<file path="config.mk">
export PLATFORM = sky130hd
export DESIGN_NAME = adc_ctrl
export DESIGN_NICKNAME = d
export VERILOG_FILES = /design/src/adc_pkg.sv /design/src/adc_timer.sv /design/src/adc_ctrl.sv
export SDC_FILE = /design/constraint.sdc
export NUM_CORES = 1
export LEC_CHECK = 0
export ABC_AREA = 1
export CAP_MARGIN = 40
export CORE_ASPECT_RATIO = 1.1
export CORE_MARGIN = 2
export CORE_UTILIZATION = 30
export DETAILED_ROUTE_END_ITERATION = 10
export DONT_BUFFER_PORTS = 1
export PLACE_DENSITY_LB_ADDON = 0.3
export SYNTH_ARGS = -nofsm -noshare
export SYNTH_HDL_FRONTEND = slang
export SYNTH_SLANG_ARGS = --single-unit
</file>
<file path="constraint.sdc">
create_clock -name clk -period 4.55 [get_ports clk]
set_input_delay 0.91 -clock clk [delete_from_list [all_inputs] [get_ports clk]]
set_output_delay 0.91 -clock clk [all_outputs]
set_load 0.05 [all_outputs]
</file>
<file path="src/adc_pkg.sv">
package adc_pkg;

  // ********************************
  // Geometry
  // ********************************
  localparam int ADDR_W = 20;
  localparam int HALF_W = 10;
  localparam int ROW_LSB = 10;
  localparam int REF_ROW_W = 9;
  localparam int REF_ROWS = 512;

  // ********************************
  // Timing
  // ********************************
  localparam int CLK_PERIOD_NS = 4;
  localparam int T_RP_NS = 60;
  localparam int T_RAS_NS = 80;
  localparam int T_RCD_NS = 20;
  localparam int T_CAS_NS = 20;
  localparam int T_CP_NS = 10;
  localparam int T_CAC_NS = 40;
  localparam int T_CSR_NS = 10;
  localparam int T_REF_MS = 8;
  localparam int T_PWRUP_US = 100;
  localparam int WAKE_CYCLES = 8;
  localparam int RP_CYC = (T_RP_NS + CLK_PERIOD_NS - 1) / CLK_PERIOD_NS;
  localparam int RAS_CYC = (T_RAS_NS + CLK_PERIOD_NS - 1) / CLK_PERIOD_NS;
  localparam int RCD_CYC = (T_RCD_NS + CLK_PERIOD_NS - 1) / CLK_PERIOD_NS;
  localparam int CAS_CYC = (T_CAS_NS + CLK_PERIOD_NS - 1) / CLK_PERIOD_NS;
  localparam int CP_CYC = (T_CP_NS + CLK_PERIOD_NS - 1) / CLK_PERIOD_NS;
  localparam int CAC_CYC = (T_CAC_NS + CLK_PERIOD_NS - 1) / CLK_PERIOD_NS;
  localparam int CSR_CYC = (T_CSR_NS + CLK_PERIOD_NS - 1) / CLK_PERIOD_NS;
  localparam int PWRUP_CYC = T_PWRUP_US * 1000 / CLK_PERIOD_NS;
  localparam int REF_INT_CYC = T_REF_MS * 1000000 / CLK_PERIOD_NS / REF_ROWS;
  localparam int TMR_W = 16;

  // ********************************
  // Types
  // ********************************
  typedef enum logic [1:0] {
    ADC_OP_READ,
    ADC_OP_WRITE,
    ADC_OP_RMW
  } adc_op_t;

  typedef struct packed {
    adc_op_t op;
    logic [ADDR_W-1:0] addr;
    logic wdata;
  } adc_req_t;

  typedef struct packed {
    logic [HALF_W-1:0] multiplexed_address_bus;
    logic row_strobe_n;
    logic column_strobe_n;
    logic write_select_n;
    logic input_bit;
  } adc_pins_t;

endpackage : adc_pkg

</file>
<file path="src/adc_timer.sv">
`timescale 1ns/1ps
module adc_timer #(
  parameter int W = 16
) (
  // Clock and reset
  input wire logic clk,
  input wire logic nrst,
  // Load and status
  input wire logic load,
  input wire logic [W-1:0] value,
  output logic done
);

  logic [W-1:0] cnt_q;
  logic [W-1:0] cnt_d;

  always_comb begin
    cnt_d = cnt_q;
    if (load) begin
      cnt_d = value;
    end else if (cnt_q != '0) begin
      cnt_d = cnt_q - W'(1);
    end
  end

  always_ff @(posedge clk) begin
    if (!nrst) begin
      cnt_q <= '0;
    end else begin
      cnt_q <= cnt_d;
    end
  end

  // Load left out here: it is decoded from done, which would form a loop
  assign done = (cnt_q == '0);

endmodule : adc_timer

</file>
<file path="src/adc_ctrl.sv">
`timescale 1ns/1ps
module adc_ctrl #(
  parameter int PWRUP_CYCLES = adc_pkg::PWRUP_CYC,
  parameter int REF_INTERVAL = adc_pkg::REF_INT_CYC
) (
  // Clock and reset
  input wire logic clk,
  input wire logic nrst,
  // User requests
  input wire logic req_valid,
  input wire adc_pkg::adc_req_t req,
  input wire logic req_last,
  output logic req_ready,
  output logic rdata_valid,
  output logic rdata,
  output logic init_done,
  // Memory pins
  output adc_pkg::adc_pins_t pins,
  input wire logic output_bit
);

  // ********************************
  // State
  // ********************************
  typedef enum logic [3:0] {
    S_PWRUP, S_WAKE_LO, S_PRE, S_IDLE, S_ROW, S_COL, S_CAS_HI,
    S_WE_LATE, S_REF_CAS, S_REF_RAS
  } adc_state_t;

  adc_state_t st_q, st_d;
  adc_pkg::adc_pins_t pins_q, pins_d;
  adc_pkg::adc_req_t cur_q, cur_d;
  logic [adc_pkg::HALF_W-1:0] row_q, row_d;
  logic [3:0] wake_q, wake_d;
  logic ref_due_q, ref_due_d;
  logic [31:0] ref_cnt_q, ref_cnt_d;
  logic rd_v_q, rd_v_d, rd_q, rd_d;
  logic tmr_load;
  logic [adc_pkg::TMR_W-1:0] tmr_val;
  logic tmr_done;
  logic [31:0] pwr_q, pwr_d;
  logic req_last_q, req_last_d;

  function automatic logic [adc_pkg::TMR_W-1:0] cyc(input int n);
    cyc = adc_pkg::TMR_W'(n - 1);
  endfunction : cyc

  adc_timer #(.W(adc_pkg::TMR_W)) adc_timer_inst (
    .clk(clk),
    .nrst(nrst),
    .load(tmr_load),
    .value(tmr_val),
    .done(tmr_done)
  );

  // ********************************
  // Sequencer
  // ********************************
  always_comb begin
    st_d = st_q;
    pins_d = pins_q;
    cur_d = cur_q;
    row_d = row_q;
    wake_d = wake_q;
    pwr_d = pwr_q;
    rd_v_d = 1'b0;
    rd_d = rd_q;
    tmr_load = 1'b0;
    tmr_val = '0;
    ref_cnt_d = ref_cnt_q + 32'h1;
    ref_due_d = ref_due_q;
    case (st_q)
      S_PWRUP: begin
        if (pwr_q >= 32'(PWRUP_CYCLES - 1)) begin
          st_d = S_PRE;
          tmr_load = 1'b1;
          tmr_val = cyc(adc_pkg::RP_CYC);
        end else begin
          pwr_d = pwr_q + 32'h1;
        end
      end
      S_PRE: begin
        if (tmr_done) begin
          if (wake_q != 4'(adc_pkg::WAKE_CYCLES)) begin
            pins_d.row_strobe_n = 1'b0;
            wake_d = wake_q + 4'h1;
            st_d = S_WAKE_LO;
            tmr_load = 1'b1;
            tmr_val = cyc(adc_pkg::RAS_CYC);
          end else begin
            st_d = S_IDLE;
          end
        end
      end
      S_WAKE_LO: begin
        if (tmr_done) begin
          pins_d.row_strobe_n = 1'b1;
          st_d = S_PRE;
          tmr_load = 1'b1;
          tmr_val = cyc(adc_pkg::RP_CYC);
        end
      end
      S_IDLE: begin
        if (ref_due_q) begin
          ref_due_d = 1'b0;
          pins_d.column_strobe_n = 1'b0;
          st_d = S_REF_CAS;
          tmr_load = 1'b1;
          tmr_val = cyc(adc_pkg::CSR_CYC);
        end else if (req_valid) begin
          cur_d = req;
          row_d = req.addr[adc_pkg::ADDR_W-1:adc_pkg::ROW_LSB];
          pins_d.multiplexed_address_bus = req.addr[adc_pkg::ADDR_W-1:adc_pkg::ROW_LSB];
          pins_d.row_strobe_n = 1'b0;
          st_d = S_ROW;
          tmr_load = 1'b1;
          tmr_val = cyc(adc_pkg::RCD_CYC);
        end
      end
      S_ROW: begin
        if (tmr_done) begin
          pins_d.multiplexed_address_bus = cur_q.addr[adc_pkg::HALF_W-1:0];
          pins_d.input_bit = cur_q.wdata;
          // Early write keeps output off and latches data at column fall
          pins_d.write_select_n = (cur_q.op != adc_pkg::ADC_OP_WRITE);
          pins_d.column_strobe_n = 1'b0;
          st_d = S_COL;
          tmr_load = 1'b1;
          tmr_val = cyc(adc_pkg::CAC_CYC);
        end
      end
      S_COL: begin
        if (tmr_done) begin
          if (cur_q.op != adc_pkg::ADC_OP_WRITE) begin
            rd_v_d = 1'b1;
            rd_d = output_bit;
          end
          if (cur_q.op == adc_pkg::ADC_OP_RMW) begin
            // Late fall only after data is out, avoiding undefined output
            pins_d.write_select_n = 1'b0;
            st_d = S_WE_LATE;
            tmr_load = 1'b1;
            tmr_val = cyc(adc_pkg::CAS_CYC);
          end else begin
            pins_d.column_strobe_n = 1'b1;
            st_d = S_CAS_HI;
            tmr_load = 1'b1;
            tmr_val = cyc(adc_pkg::CP_CYC);
          end
        end
      end
      S_WE_LATE: begin
        if (tmr_done) begin
          pins_d.column_strobe_n = 1'b1;
          st_d = S_CAS_HI;
          tmr_load = 1'b1;
          tmr_val = cyc(adc_pkg::CP_CYC);
        end
      end
      S_CAS_HI: begin
        if (tmr_done) begin
          pins_d.write_select_n = 1'b1;
          // Page hit stays on the open row; a due refresh closes the row instead
          if (req_valid && !cur_q.op[1] && req.addr[adc_pkg::ADDR_W-1:adc_pkg::ROW_LSB] == row_q
              && !req_last_q && !ref_due_q) begin
            cur_d = req;
            st_d = S_ROW;
            tmr_load = 1'b1;
            tmr_val = cyc(1);
          end else begin
            pins_d.row_strobe_n = 1'b1;
            st_d = S_PRE;
            tmr_load = 1'b1;
            tmr_val = cyc(adc_pkg::RP_CYC);
          end
        end
      end
      S_REF_CAS: begin
        if (tmr_done) begin
          pins_d.row_strobe_n = 1'b0;
          st_d = S_REF_RAS;
          tmr_load = 1'b1;
          tmr_val = cyc(adc_pkg::RAS_CYC);
        end
      end
      S_REF_RAS: begin
        if (tmr_done) begin
          pins_d.row_strobe_n = 1'b1;
          pins_d.column_strobe_n = 1'b1;
          st_d = S_PRE;
          tmr_load = 1'b1;
          tmr_val = cyc(adc_pkg::RP_CYC);
        end
      end
      default: begin
        st_d = S_PWRUP;
      end
    endcase
    // Tick applied last: a clear in the same cycle must not lose it
    if (ref_cnt_q >= 32'(REF_INTERVAL - 1)) begin
      ref_cnt_d = '0;
      ref_due_d = 1'b1;
    end
  end

  // Last flag is remembered per accepted request
  always_comb begin
    req_last_d = req_last_q;
    if (req_ready && req_valid) begin
      req_last_d = req_last;
    end
  end

  assign req_ready = ((st_q == S_IDLE) && !ref_due_q)
    || ((st_q == S_CAS_HI) && tmr_done && req_valid && !cur_q.op[1] && !req_last_q && !ref_due_q
        && req.addr[adc_pkg::ADDR_W-1:adc_pkg::ROW_LSB] == row_q);

  always_ff @(posedge clk) begin
    if (!nrst) begin
      st_q <= S_PWRUP;
      pins_q <= '{multiplexed_address_bus: '0, row_strobe_n: 1'b1, column_strobe_n: 1'b1,
                  write_select_n: 1'b1, input_bit: 1'b0};
      cur_q <= '0;
      row_q <= '0;
      wake_q <= '0;
      pwr_q <= '0;
      rd_v_q <= 1'b0;
      rd_q <= 1'b0;
      ref_cnt_q <= '0;
      ref_due_q <= 1'b0;
      req_last_q <= 1'b1;
    end else begin
      st_q <= st_d;
      pins_q <= pins_d;
      cur_q <= cur_d;
      row_q <= row_d;
      wake_q <= wake_d;
      pwr_q <= pwr_d;
      rd_v_q <= rd_v_d;
      rd_q <= rd_d;
      ref_cnt_q <= ref_cnt_d;
      ref_due_q <= ref_due_d;
      req_last_q <= req_last_d;
    end
  end

  // ********************************
  // Outputs
  // ********************************
  assign pins = pins_q;
  assign rdata_valid = rd_v_q;
  assign rdata = rd_q;
  assign init_done = (st_q != S_PWRUP) && (st_q != S_WAKE_LO)
    && (wake_q == 4'(adc_pkg::WAKE_CYCLES));

endmodule : adc_ctrl

</file>
==> run metrics, run 1 <==
final hold viol count 0; area occupied by multi-input gates 2801 sq um; Syn Inst Count 820; Post-Synth XOR/XNOR Area 0.02982; compound-cell area share of the yosys netlist 0.1133; EDFF count, synth 0; share of layout cells above drive strength 1 0.09006; final worst path period need slightly below 3 ns; number of distinct library cell variants in the gate-level netlist after synthesis 41; total negative slack 0 ns; DRC violations left 0; cell count after placement ~1100; Row Count 53; floorplan die width about 140 um; vias in the first global route 4718; Setup-failing EPs final 0; FF-to-FF path depth 8; Required @ worst endpoint 3.64 ns; count of pins over their slew limit 0; clock network latency to the later pin of the worst-skew pair between 0.4 and 0.5 ns; share of flip-flops with an asynchronous set or reset after synthesis 0; Port Buf Inserts 0; antenna violations before repair 2; post-layout power 3.031 mW; Final GP Congestion around 0.86; die height about 150 um; portion of netlist area occupied by mux cells 0; maximum net fanout on the critical path 8; non-filler cells in the finished layout between 1000 and 1500; CTS max path bufs 2; final critical-path share of the clock period 0.6432; CTS tree done; Hold Path Class flip-flop to flip-flop; met2 track utilization from global routing 0.2274; setup slack of the most critical reg-to-reg path 2.02 ns; Remaining Overflow, GRT 0; met3 track demand over resource in global routing 0.04714; sequential-to-total area share from yosys stat 0.4396; endpoint with the worst hold slack pwr_q[23]; number of nets in the layout about 900; Static Leakage 2.888 nW; total routing usage reported by global routing 0.1420; worst slew slack as a fraction of its limit 0.5556; remaining number of nets flagged by the antenna check after routing 0; Critical Path Start Type flip-flop; area taken by flip-flops and latches 2582 sq um; worst r2r dst cur_q[2]; number of sinks on the clock net 129; flip-flop and latch count after synthesis 129; first-iteration detailed-routing DRC count 249; fillers 2020; mean number of vias per cell 4.483; clock transition at the registers of the reported paths 0.06 ns; Avg Synthesized Cell Area 7.164 sq um; number of search-and-repair iterations in the first detailed-routing pass 4; Mapped Area 5874 sq um; unrepaired setup endpoints after global routing false; Post-CTS Setup Repair Bufs 0; number of buffers created by CTS 17; sort of element at the end of the critical path output port; MaxCap Viol Count 0; fmax 0.3417 GHz; worst endpoint data arrival time 2.02 ns; hold path start pwr_q[23]; slew of the pin with the lowest slew margin between 0.6 and 0.7 ns; routing layer with the top usage in global route met2; Max Clock Skew 0.007410 ns; Synth warnings 0; total wire length 13.55 mm; clock tree root buffer cell clkbuf_16; H-tree Lvls 4; Setup CP Type flip-flop to output port; power density over cell area 445.7 nW/um^2; pin count of the biggest net entering global routing 67; total core area 19160 sq um; DR vias approximately 4900; Post-CTS Hold Fix Bufs 0; cells resized by post-CTS repair 0; initial standard-cell utilization of the core 0.3065; DP Wirelength 10.00 mm; arithmetic-cell share of the synthesized area counting full adders, half adders and majority gates 0.01491; combinational family with the most area after synthesis simple AND/OR/NAND/NOR gates; count of cells along the worst hold path 2; worst vdd rail ir drop 0.2899 mV; dominant register cell in the synthesized netlist dfxtp_1; GRT met1 Usage 0.1750; relative area change from synthesis to final layout 15.78%; basic-gate share of the synthesized area counting and, or, nand and nor cells 0.3061; Avg WL per Cell 12.28 um; Die Area between 20000 and 25000 sq um; outcome finished clean; number of top-level design ports 46; global-route wire length before repair between 20 and 25 mm; Crit Reg-Reg Startpoint st_q[3]
## layout make-up
class / instances / share of cell area
multi-input cells: 567 / 0.4119
flip-flops and latches: 129 / 0.3797
inverters: 124 / 0.06898
clock buffers: 18 / 0.06457
well taps: 247 / 0.04544
clock inverters: 14 / 0.02281
repair buffers: 3 / 0.006255
diodes: 1 / 0.0003679
## how the worst max path moves through the flow
stage                             from        end  slack [ns]  depth (start not counted)
2_1_floorplan                  req[14]  req_ready        1.10                          8
3_3_place_gp                   req[14]  req_ready        1.81                          9
3_5_place_dp                   req[14]  req_ready        1.80                          9
4_1_cts        adc_timer_inst.cnt_q[0]  req_ready        1.60                          7
5_1_grt        adc_timer_inst.cnt_q[0]  req_ready        1.45                          7
6_report       adc_timer_inst.cnt_q[0]  req_ready        1.62                          7
## cell usage after synthesis, types with 2 or more instances
cell | n | area share
nand4_1 | 12 | 0.013
inv_1 | 116 | 0.074
nor2_1 | 110 | 0.070
inv_2 | 6 | 0.0038
nand2_1 | 154 | 0.098
nand2_2 | 4 | 0.0043
a31oi_1 | 2 | 0.0021
buf_2 | 4 | 0.0034
nand3_1 | 31 | 0.026
or2_2 | 2 | 0.0021
ha_1 | 7 | 0.015
nor3_1 | 38 | 0.032
nand3_2 | 4 | 0.0068
xnor2_1 | 7 | 0.010
nor4_1 | 7 | 0.0075
dfxtp_1 | 129 | 0.44
nor2_2 | 9 | 0.0096
o21ai_1 | 8 | 0.0068
a21oi_1 | 59 | 0.050
clkbuf_1 | 12 | 0.0077
xor2_1 | 13 | 0.019
nand3_4 | 2 | 0.0060
o21ai_0 | 57 | 0.049
nor2_4 | 10 | 0.019
## where the power goes
| group | internal (mW) | switching [mW] | total, mW | leakage, nW |
|---|---|---|---|---|
| registers | 1.18 | 0.0449 | 1.23 | 1.05 |
| logic | 0.175 | 0.278 | 0.453 | 1.56 |
| clock network | 0.827 | 0.522 | 1.35 | 0.281 |
## critical path: stages (launching register included)
cell	delay (ns)
dfxtp_1	0.31
inv_1	0.10
ha_1	0.23
nand2_2	0.13
nor2_4	0.16
nand4_2	0.23
o21ai_1	0.21
buf_4	0.23
## sequential cells by signal, indices dropped and copies added (netlist names)
name and flops:
pwr_q 32, ref_cnt_q 32, adc_timer_inst.cnt_q 16, pins 14, cur_q 13, row_q 10
st_q 4, wake_q 4, rdata 1, rdata_valid 1, ref_due_q 1, req_last_q 1
## cell usage in the layout, fill, tap and decap left out, types with 9 or more instances in the layout
cell type and instances:
nor2_1 110, dfxtp_1 129, a21oi_1 59, nand3_1 31
nor2_4 10, nor3_1 38, nor2_2 9, conb_1 20
clkbuf_16 17, inv_1 116, o21ai_0 56, nand4_1 12
nand2_1 154, xor2_1 13, o21ai_1 9
## per-layer routing
layer | part of all wire | up-vias
li1 | - | 2643
met1 | 0.47 | 2213
met2 | 0.45 | 74
met3 | 0.053 | 15
met4 | 0.020 | 0
met5 | 0 | -
## logic make-up (layout without fill, tap and decap cells)
kind of cell | Yosys count | count (layout)
xor+xnor | 20 | 20
fa+ha+maj | 7 | 7
buf+inv | 143 | 159
simple gates | 390 | 390
other cells | 1 | 21
compound gates | 130 | 130
flops | 129 | 129
## per-stage QoR
stage | instance area (sq um) | hold slack (ns) | utilization | setup WS (ns)
after floorplan | 5946 | 0.4071 | - | 1.099
final | 6802 | 0.4233 | 0.3549 | 1.624
after CTS | 6799 | 0.4261 | 0.3548 | 1.598
after global routing | 6799 | 0.4397 | 0.3548 | 1.454
after detailed placement | 6205 | 0.4168 | 0.3238 | 1.801
after global placement | 6177 | 0.4140 | 0.3223 | 1.808
No activity file was read; power rests on OpenSTA's default activity.
==> inputs of run 2 (changes only) <==
==> constraint.sdc (replaced) <==
create_clock -name clk -period 2.61 [get_ports clk]
set_input_delay 0.522 -clock clk [delete_from_list [all_inputs] [get_ports clk]]
set_output_delay 0.522 -clock clk [all_outputs]
set_load 0.05 [all_outputs]
==> run 2 against run 1 <==
  * Utilization up 0.13 points
  * Non-clock buffer count up 3
  * Count of clock-buffer cells in the layout down 1
==> run metrics, run 2 (synthesis results as in run 1) <==
outcome finished clean (unchanged); sort of element at the end of the critical path output port (unchanged); number of sinks on the clock net 129 (unchanged); clock tree root buffer cell clkbuf_16 (unchanged); clock transition at the registers of the reported paths 0.06 ns (about the same); vias in the first global route 4699 (was 4718); die height 150.8 um (unchanged); global-route wire length before repair 22.10 mm (was 22.85 mm); fmax 0.4034 GHz; relative area change from synthesis to final layout 16.21% (was 15.78%); Row Count 53 (unchanged); antenna violations before repair 1 (was 2); first-iteration detailed-routing DRC count 224 (was 249); CTS tree done (unchanged); Required @ worst endpoint 2.09 ns (was 3.64 ns); slew of the pin with the lowest slew margin 0.5751 ns (was 0.6659 ns); CTS max path bufs 2 (unchanged); cell chain of the critical path inv_1, ha_1, nand2_2, nor2_4, nand4_4, o21ai_1, buf_4 (was inv_1, ha_1, nand2_2, nor2_4, nand4_2, o21ai_1, buf_4); H-tree Lvls 4 (unchanged); total core area 19160 sq um (unchanged); count of pins over their slew limit 0 (unchanged); highest-delay cell along the critical path dfxtp_1 (unchanged); Avg WL per Cell 11.92 um (was 12.28 um); final hold viol count 0 (unchanged); total wire length 13.18 mm (was 13.55 mm); Setup-failing EPs final 0 (unchanged); Setup CP Type flip-flop to output port (unchanged); DRC violations left 0 (unchanged); power density over cell area 778.1 nW/um^2 (was 445.7 nW/um^2); clock network latency to the later pin of the worst-skew pair 0.41 ns (was 0.42 ns); worst path buffer plus inverter count 2 (unchanged); Hold Path Class primary input to flip-flop (was flip-flop to flip-flop); Remaining Overflow, GRT 0 (unchanged); total negative slack 0 ns (unchanged); final critical-path share of the clock period 0.9497; Critical Path Start Type flip-flop (unchanged); worst slew slack as a fraction of its limit 0.6161 (was 0.5556); Max Clock Skew 0.007715 ns (was 0.007410 ns); pin count of the biggest net entering global routing 67 (unchanged); worst endpoint data arrival time 1.96 ns (was 2.02 ns); share of layout cells above drive strength 1 0.09441 (was 0.09006); final-layout worst hold slack 0.2035 ns (was 0.4233 ns); mean number of vias per cell 4.447 (was 4.483); Static Leakage 2.907 nW (was 2.888 nW); dominant delay contributor by cell family on the critical path simple AND/OR/NAND/NOR gates (unchanged); total routing usage reported by global routing 0.1370 (was 0.1420); number of search-and-repair iterations in the first detailed-routing pass 5 (was 4); initial standard-cell utilization of the core 0.3065 (unchanged); Die Area 20720 sq um (unchanged); unrepaired setup endpoints after global routing false (unchanged); number of buffers created by CTS 17 (unchanged); Final GP Congestion 0.8567 (was 0.8598); maximum net fanout on the critical path 8 (unchanged); Port Buf Inserts 0 (unchanged); worst vdd rail ir drop 0.4319 mV (was 0.2899 mV); DP Wirelength 9.611 mm (was 10.00 mm); leading cell type in the layout, fill and taps excluded nand2_1 (unchanged); MaxCap Viol Count 0 (unchanged); number of nets in the layout 880 (was 877); floorplan die width 137.4 um (unchanged); remaining number of nets flagged by the antenna check after routing 0 (unchanged); DR vias 4918 (was 4945); number of top-level design ports 46 (unchanged); final worst path period need around 2.5 ns; delay of the slowest critical-path stage 0.31 ns (about the same); post-layout power 5.312 mW (was 3.031 mW); biggest regs pwr_q (32), ref_cnt_q (32), adc_timer_inst.cnt_q (16) (unchanged); most used cells in the layout excluding fill and tap cells 153 x nand2_1, 129 x dfxtp_1, 116 x inv_1, 110 x nor2_1, 59 x a21oi_1 (was 154 x nand2_1, 129 x dfxtp_1, 116 x inv_1, 110 x nor2_1, 59 x a21oi_1)
run 2: cell type report:
cell class	count	area (sq um)
clock buffer	17	425.4
sequential	129	2582
antenna	1	2.502
tap	247	309.0
multi-input combinational	567	2813
inverter	124	469.2
clock inverter	15	172.7
timing repair buffer	6	52.55
fill	1996	12340
run 2: metal layers:
metal / routed length (um) / part of all wire / global-route usage / up-vias
met5: 0 / 0 / 0 / -
met4: 225 / 0.017 / 0.05670 / 0
met3: 811 / 0.062 / 0.04747 / 17
met2: 5961 / 0.45 / 0.2241 / 86
met1: 6182 / 0.47 / 0.1631 / 2166
li1: - / - / - / 2649
run 2: power breakdown:
part           switching, mW  internal, mW  total (mW)
combinational          0.494         0.309       0.802
sequential            0.0769          2.06        2.14
clock                  0.935          1.43        2.37
run 2: through the flow:
step | instance area, sq um | std cells | utilization | setup WS, ns
after floorplan | 5946 | 839 | - | 0.3145
after global placement | 6200 | 1072 | 0.3235 | 0.4659
after detailed placement | 6215 | 1073 | 0.3243 | 0.4042
after CTS | 6813 | 1105 | 0.3555 | 0.02449
after global routing | 6824 | 1105 | 0.3561 | 0.03264
final | 6827 | 1106 | 0.3562 | 0.1313
run 2: repair_timing:
action / in CTS / in global routing
setup endpoints to repair: 0 / 1
hold buffers: 0 / 0
resized for setup: 0 / 2
buffers inserted: 0 / 0
run 2: worst paths after layout:
kind                           startpoint        end  slack [ns]  cells after the start
setup / recovery  adc_timer_inst.cnt_q[0]  req_ready        0.13                      7
hold / removal                       nrst    pins[3]        0.20                      1
setup reg to reg  adc_timer_inst.cnt_q[0]  cur_q[10]        0.54                      9
hold reg to reg                 pwr_q[19]  pwr_q[19]        0.42                      2
run 2: worst reg2reg max path: stages (launching register included):
cell	delay [ns]
dfxtp_1	0.31
inv_1	0.09
ha_1	0.23
nand2_2	0.13
nor2_4	0.14
nand2_2	0.13
nand2_1	0.10
nand3_2	0.40
o21ai_0	0.36
a21oi_1	0.06
==> inputs of run 3 (changes only) <==
==> constraint.sdc (replaced) <==
create_clock -name clk -period 2.61 [get_ports clk]
set_input_delay 0.522 -clock clk [delete_from_list [all_inputs] [get_ports clk]]
set_output_delay 0.522 -clock clk [all_outputs]
set_load 0.005 [all_outputs]
==> run 3 against run 2 <==
  * Critical path depth fell by 1
  * Die area unchanged
  * Sequential power is essentially flat
  * Flip-flop and latch count unchanged
  * Clock power increased by 14%
  * Count of clock-buffer cells in the layout unchanged
  * Register-to-register slack improved by 0.02 ns
  * Via count increased by 0.49%
  * Largest cell class unchanged
  * Highest routed layer unchanged
==> run metrics, run 3 (synthesis results as in run 1) <==
met3 routed wirelength 866 um (was 811 um); clock network latency to the later pin of the worst-skew pair 0.42 ns (was 0.41 ns); number of nets in the layout 880 (unchanged); maximum net fanout on the critical path 5 (was 8); fmax 0.4018 GHz (was 0.4034 GHz); Hold Path Class primary input to flip-flop (unchanged); Static Leakage 2.937 nW (was 2.907 nW); total wire length 13.40 mm (was 13.18 mm); DR WL met2 6.118 mm (was 5.961 mm); floorplan die width 137.4 um (unchanged); outcome finished clean (unchanged); leading cell type in the layout, fill and taps excluded nand2_1 (unchanged); Required @ worst endpoint 2.09 ns (about the same); Post-CTS Hold Fix Bufs 0 (unchanged); final-layout worst hold slack 0.1941 ns (was 0.2035 ns); power density over cell area 820.2 nW/um^2 (was 778.1 nW/um^2); worst endpoint data arrival time 1.97 ns (was 1.96 ns); post-layout power 5.642 mW (was 5.312 mW); Post-CTS Setup Repair Bufs 0 (unchanged); Setup CP Type flip-flop to output port (unchanged); antenna violations before repair 2 (was 1); worst r2r dst cur_q[6] (was cur_q[10]); remaining number of nets flagged by the antenna check after routing 0 (unchanged); setup slack of the most critical reg-to-reg path 0.56 ns (was 0.54 ns); final hold viol count 0 (unchanged); Critical Path Start Type flip-flop (unchanged); clock tree root buffer cell clkbuf_16 (unchanged); total core area 19160 sq um (unchanged); Port Buf Inserts 0 (unchanged); hold path start nrst (unchanged); share of layout cells above drive strength 1 0.09324 (was 0.09441); non-filler cells in the finished layout 1106 (unchanged); first-iteration detailed-routing DRC count 204 (was 224); die height 150.8 um (unchanged); CTS max path bufs 2 (unchanged); pin count of the biggest net entering global routing 67 (unchanged); DR vias 4942 (was 4918); Avg WL per Cell 12.12 um (was 11.92 um); DRC violations left 0 (unchanged); final critical-path share of the clock period 0.9536 (was 0.9497); clock transition at the registers of the reported paths 0.06 ns (about the same); cell count after placement 1073 (unchanged); most used cells in the layout excluding fill and tap cells 154 x nand2_1, 129 x dfxtp_1, 116 x inv_1, 110 x nor2_1, 59 x a21oi_1 (was 153 x nand2_1, 129 x dfxtp_1, 116 x inv_1, 110 x nor2_1, 59 x a21oi_1); fillers 2015 (was 1996); mean number of vias per cell 4.468 (was 4.447); initial standard-cell utilization of the core 0.3065 (unchanged); number of sinks on the clock net 129 (unchanged); count of pins over their slew limit 0 (unchanged); FF-to-FF path depth 9 (unchanged); Final GP Congestion 0.8610 (was 0.8567); Setup-failing EPs final 0 (unchanged); Crit Reg-Reg Startpoint st_q[3] (was adc_timer_inst.cnt_q[0]); total routing usage reported by global routing 0.1420 (was 0.1370); MaxCap Viol Count 0 (unchanged); sort of element at the end of the critical path output port (unchanged); Remaining Overflow, GRT 0 (unchanged); total negative slack 0 ns (unchanged); count of cells along the worst hold path 1 (unchanged); number of top-level design ports 46 (unchanged); highest metal layer with signal wires met4 (unchanged); vias in the first global route 4686 (was 4699); endpoint with the worst hold slack pins[3] (unchanged); CTS tree done (unchanged); cells resized by post-CTS repair 0 (unchanged); Die Area 20720 sq um (unchanged); final worst path period need 2.489 ns (was 2.479 ns); number of search-and-repair iterations in the first detailed-routing pass 5 (unchanged); DP Wirelength 9.687 mm (was 9.611 mm); relative area change from synthesis to final layout 17.10% (was 16.21%); Max Clock Skew 0.009459 ns (was 0.007715 ns); biggest regs pwr_q (32), ref_cnt_q (32), adc_timer_inst.cnt_q (16) (unchanged); unrepaired setup endpoints after global routing false (unchanged); global-route wire length before repair 22.93 mm (was 22.10 mm); number of buffers created by CTS 17 (unchanged); H-tree Lvls 4 (unchanged); Row Count 53 (unchanged); worst vdd rail ir drop 0.4310 mV (was 0.4319 mV); Routed met1 length 6.176 mm (was 6.182 mm)
-- run 3: critical path, cell delays in order (launching register included) --
cell and delay, ns:
dfxtp_1 0.31, inv_1 0.09, ha_1 0.22, nand2_2 0.13, nor2_4 0.15, nand4_2 0.17
o21ai_0 0.46
-- run 3: routing by layer --
layer	up-vias	global-route usage
li1	2642	-
met1	2184	0.1748
met2	98	0.2266
met3	18	0.05185
met4	0	0.05258
met5	-	0
-- run 3: layout make-up --
type	instances	area, sq um	area share
clock inverters	15	244.0	0.03547
flip-flops and latches	129	2582	0.3754
clock buffers	17	425.4	0.06184
repair buffers	6	45.04	0.006548
multi-input cells	567	2801	0.4072
inverters	124	469.2	0.06821
well taps	247	309.0	0.04493
diodes	1	2.502	0.0003638
-- run 3: worst max-delay path by stage --
stage	slack (ns)	cells past startpoint	to	startpoint
finish	0.12	6	req_ready	adc_timer_inst.cnt_q[0]
global route	0.02	6	req_ready	adc_timer_inst.cnt_q[0]
CTS	0.07	6	req_ready	adc_timer_inst.cnt_q[0]
detailed placement	0.49	12	cur_q[6]	req[14]
global placement	0.54	12	cur_q[9]	req[14]
floorplan	0.83	6	req_ready	adc_timer_inst.cnt_q[0]
-- run 3: power breakdown --
part	internal (mW)	leakage (nW)	switching [mW]
clock network	1.73	0.325	0.977
registers	2.06	1.05	0.0781
logic	0.310	1.56	0.484
-- run 3: stage by stage --
step                setup WS [ns]  utilization  cell area, sq um
floorplan                  0.8344            -              5946
global placement           0.5416       0.3239              6207
detailed placement         0.4923       0.3239              6207
CTS                       0.07220       0.3588              6877
global route              0.01567       0.3588              6877
finish                     0.1212       0.3589              6879
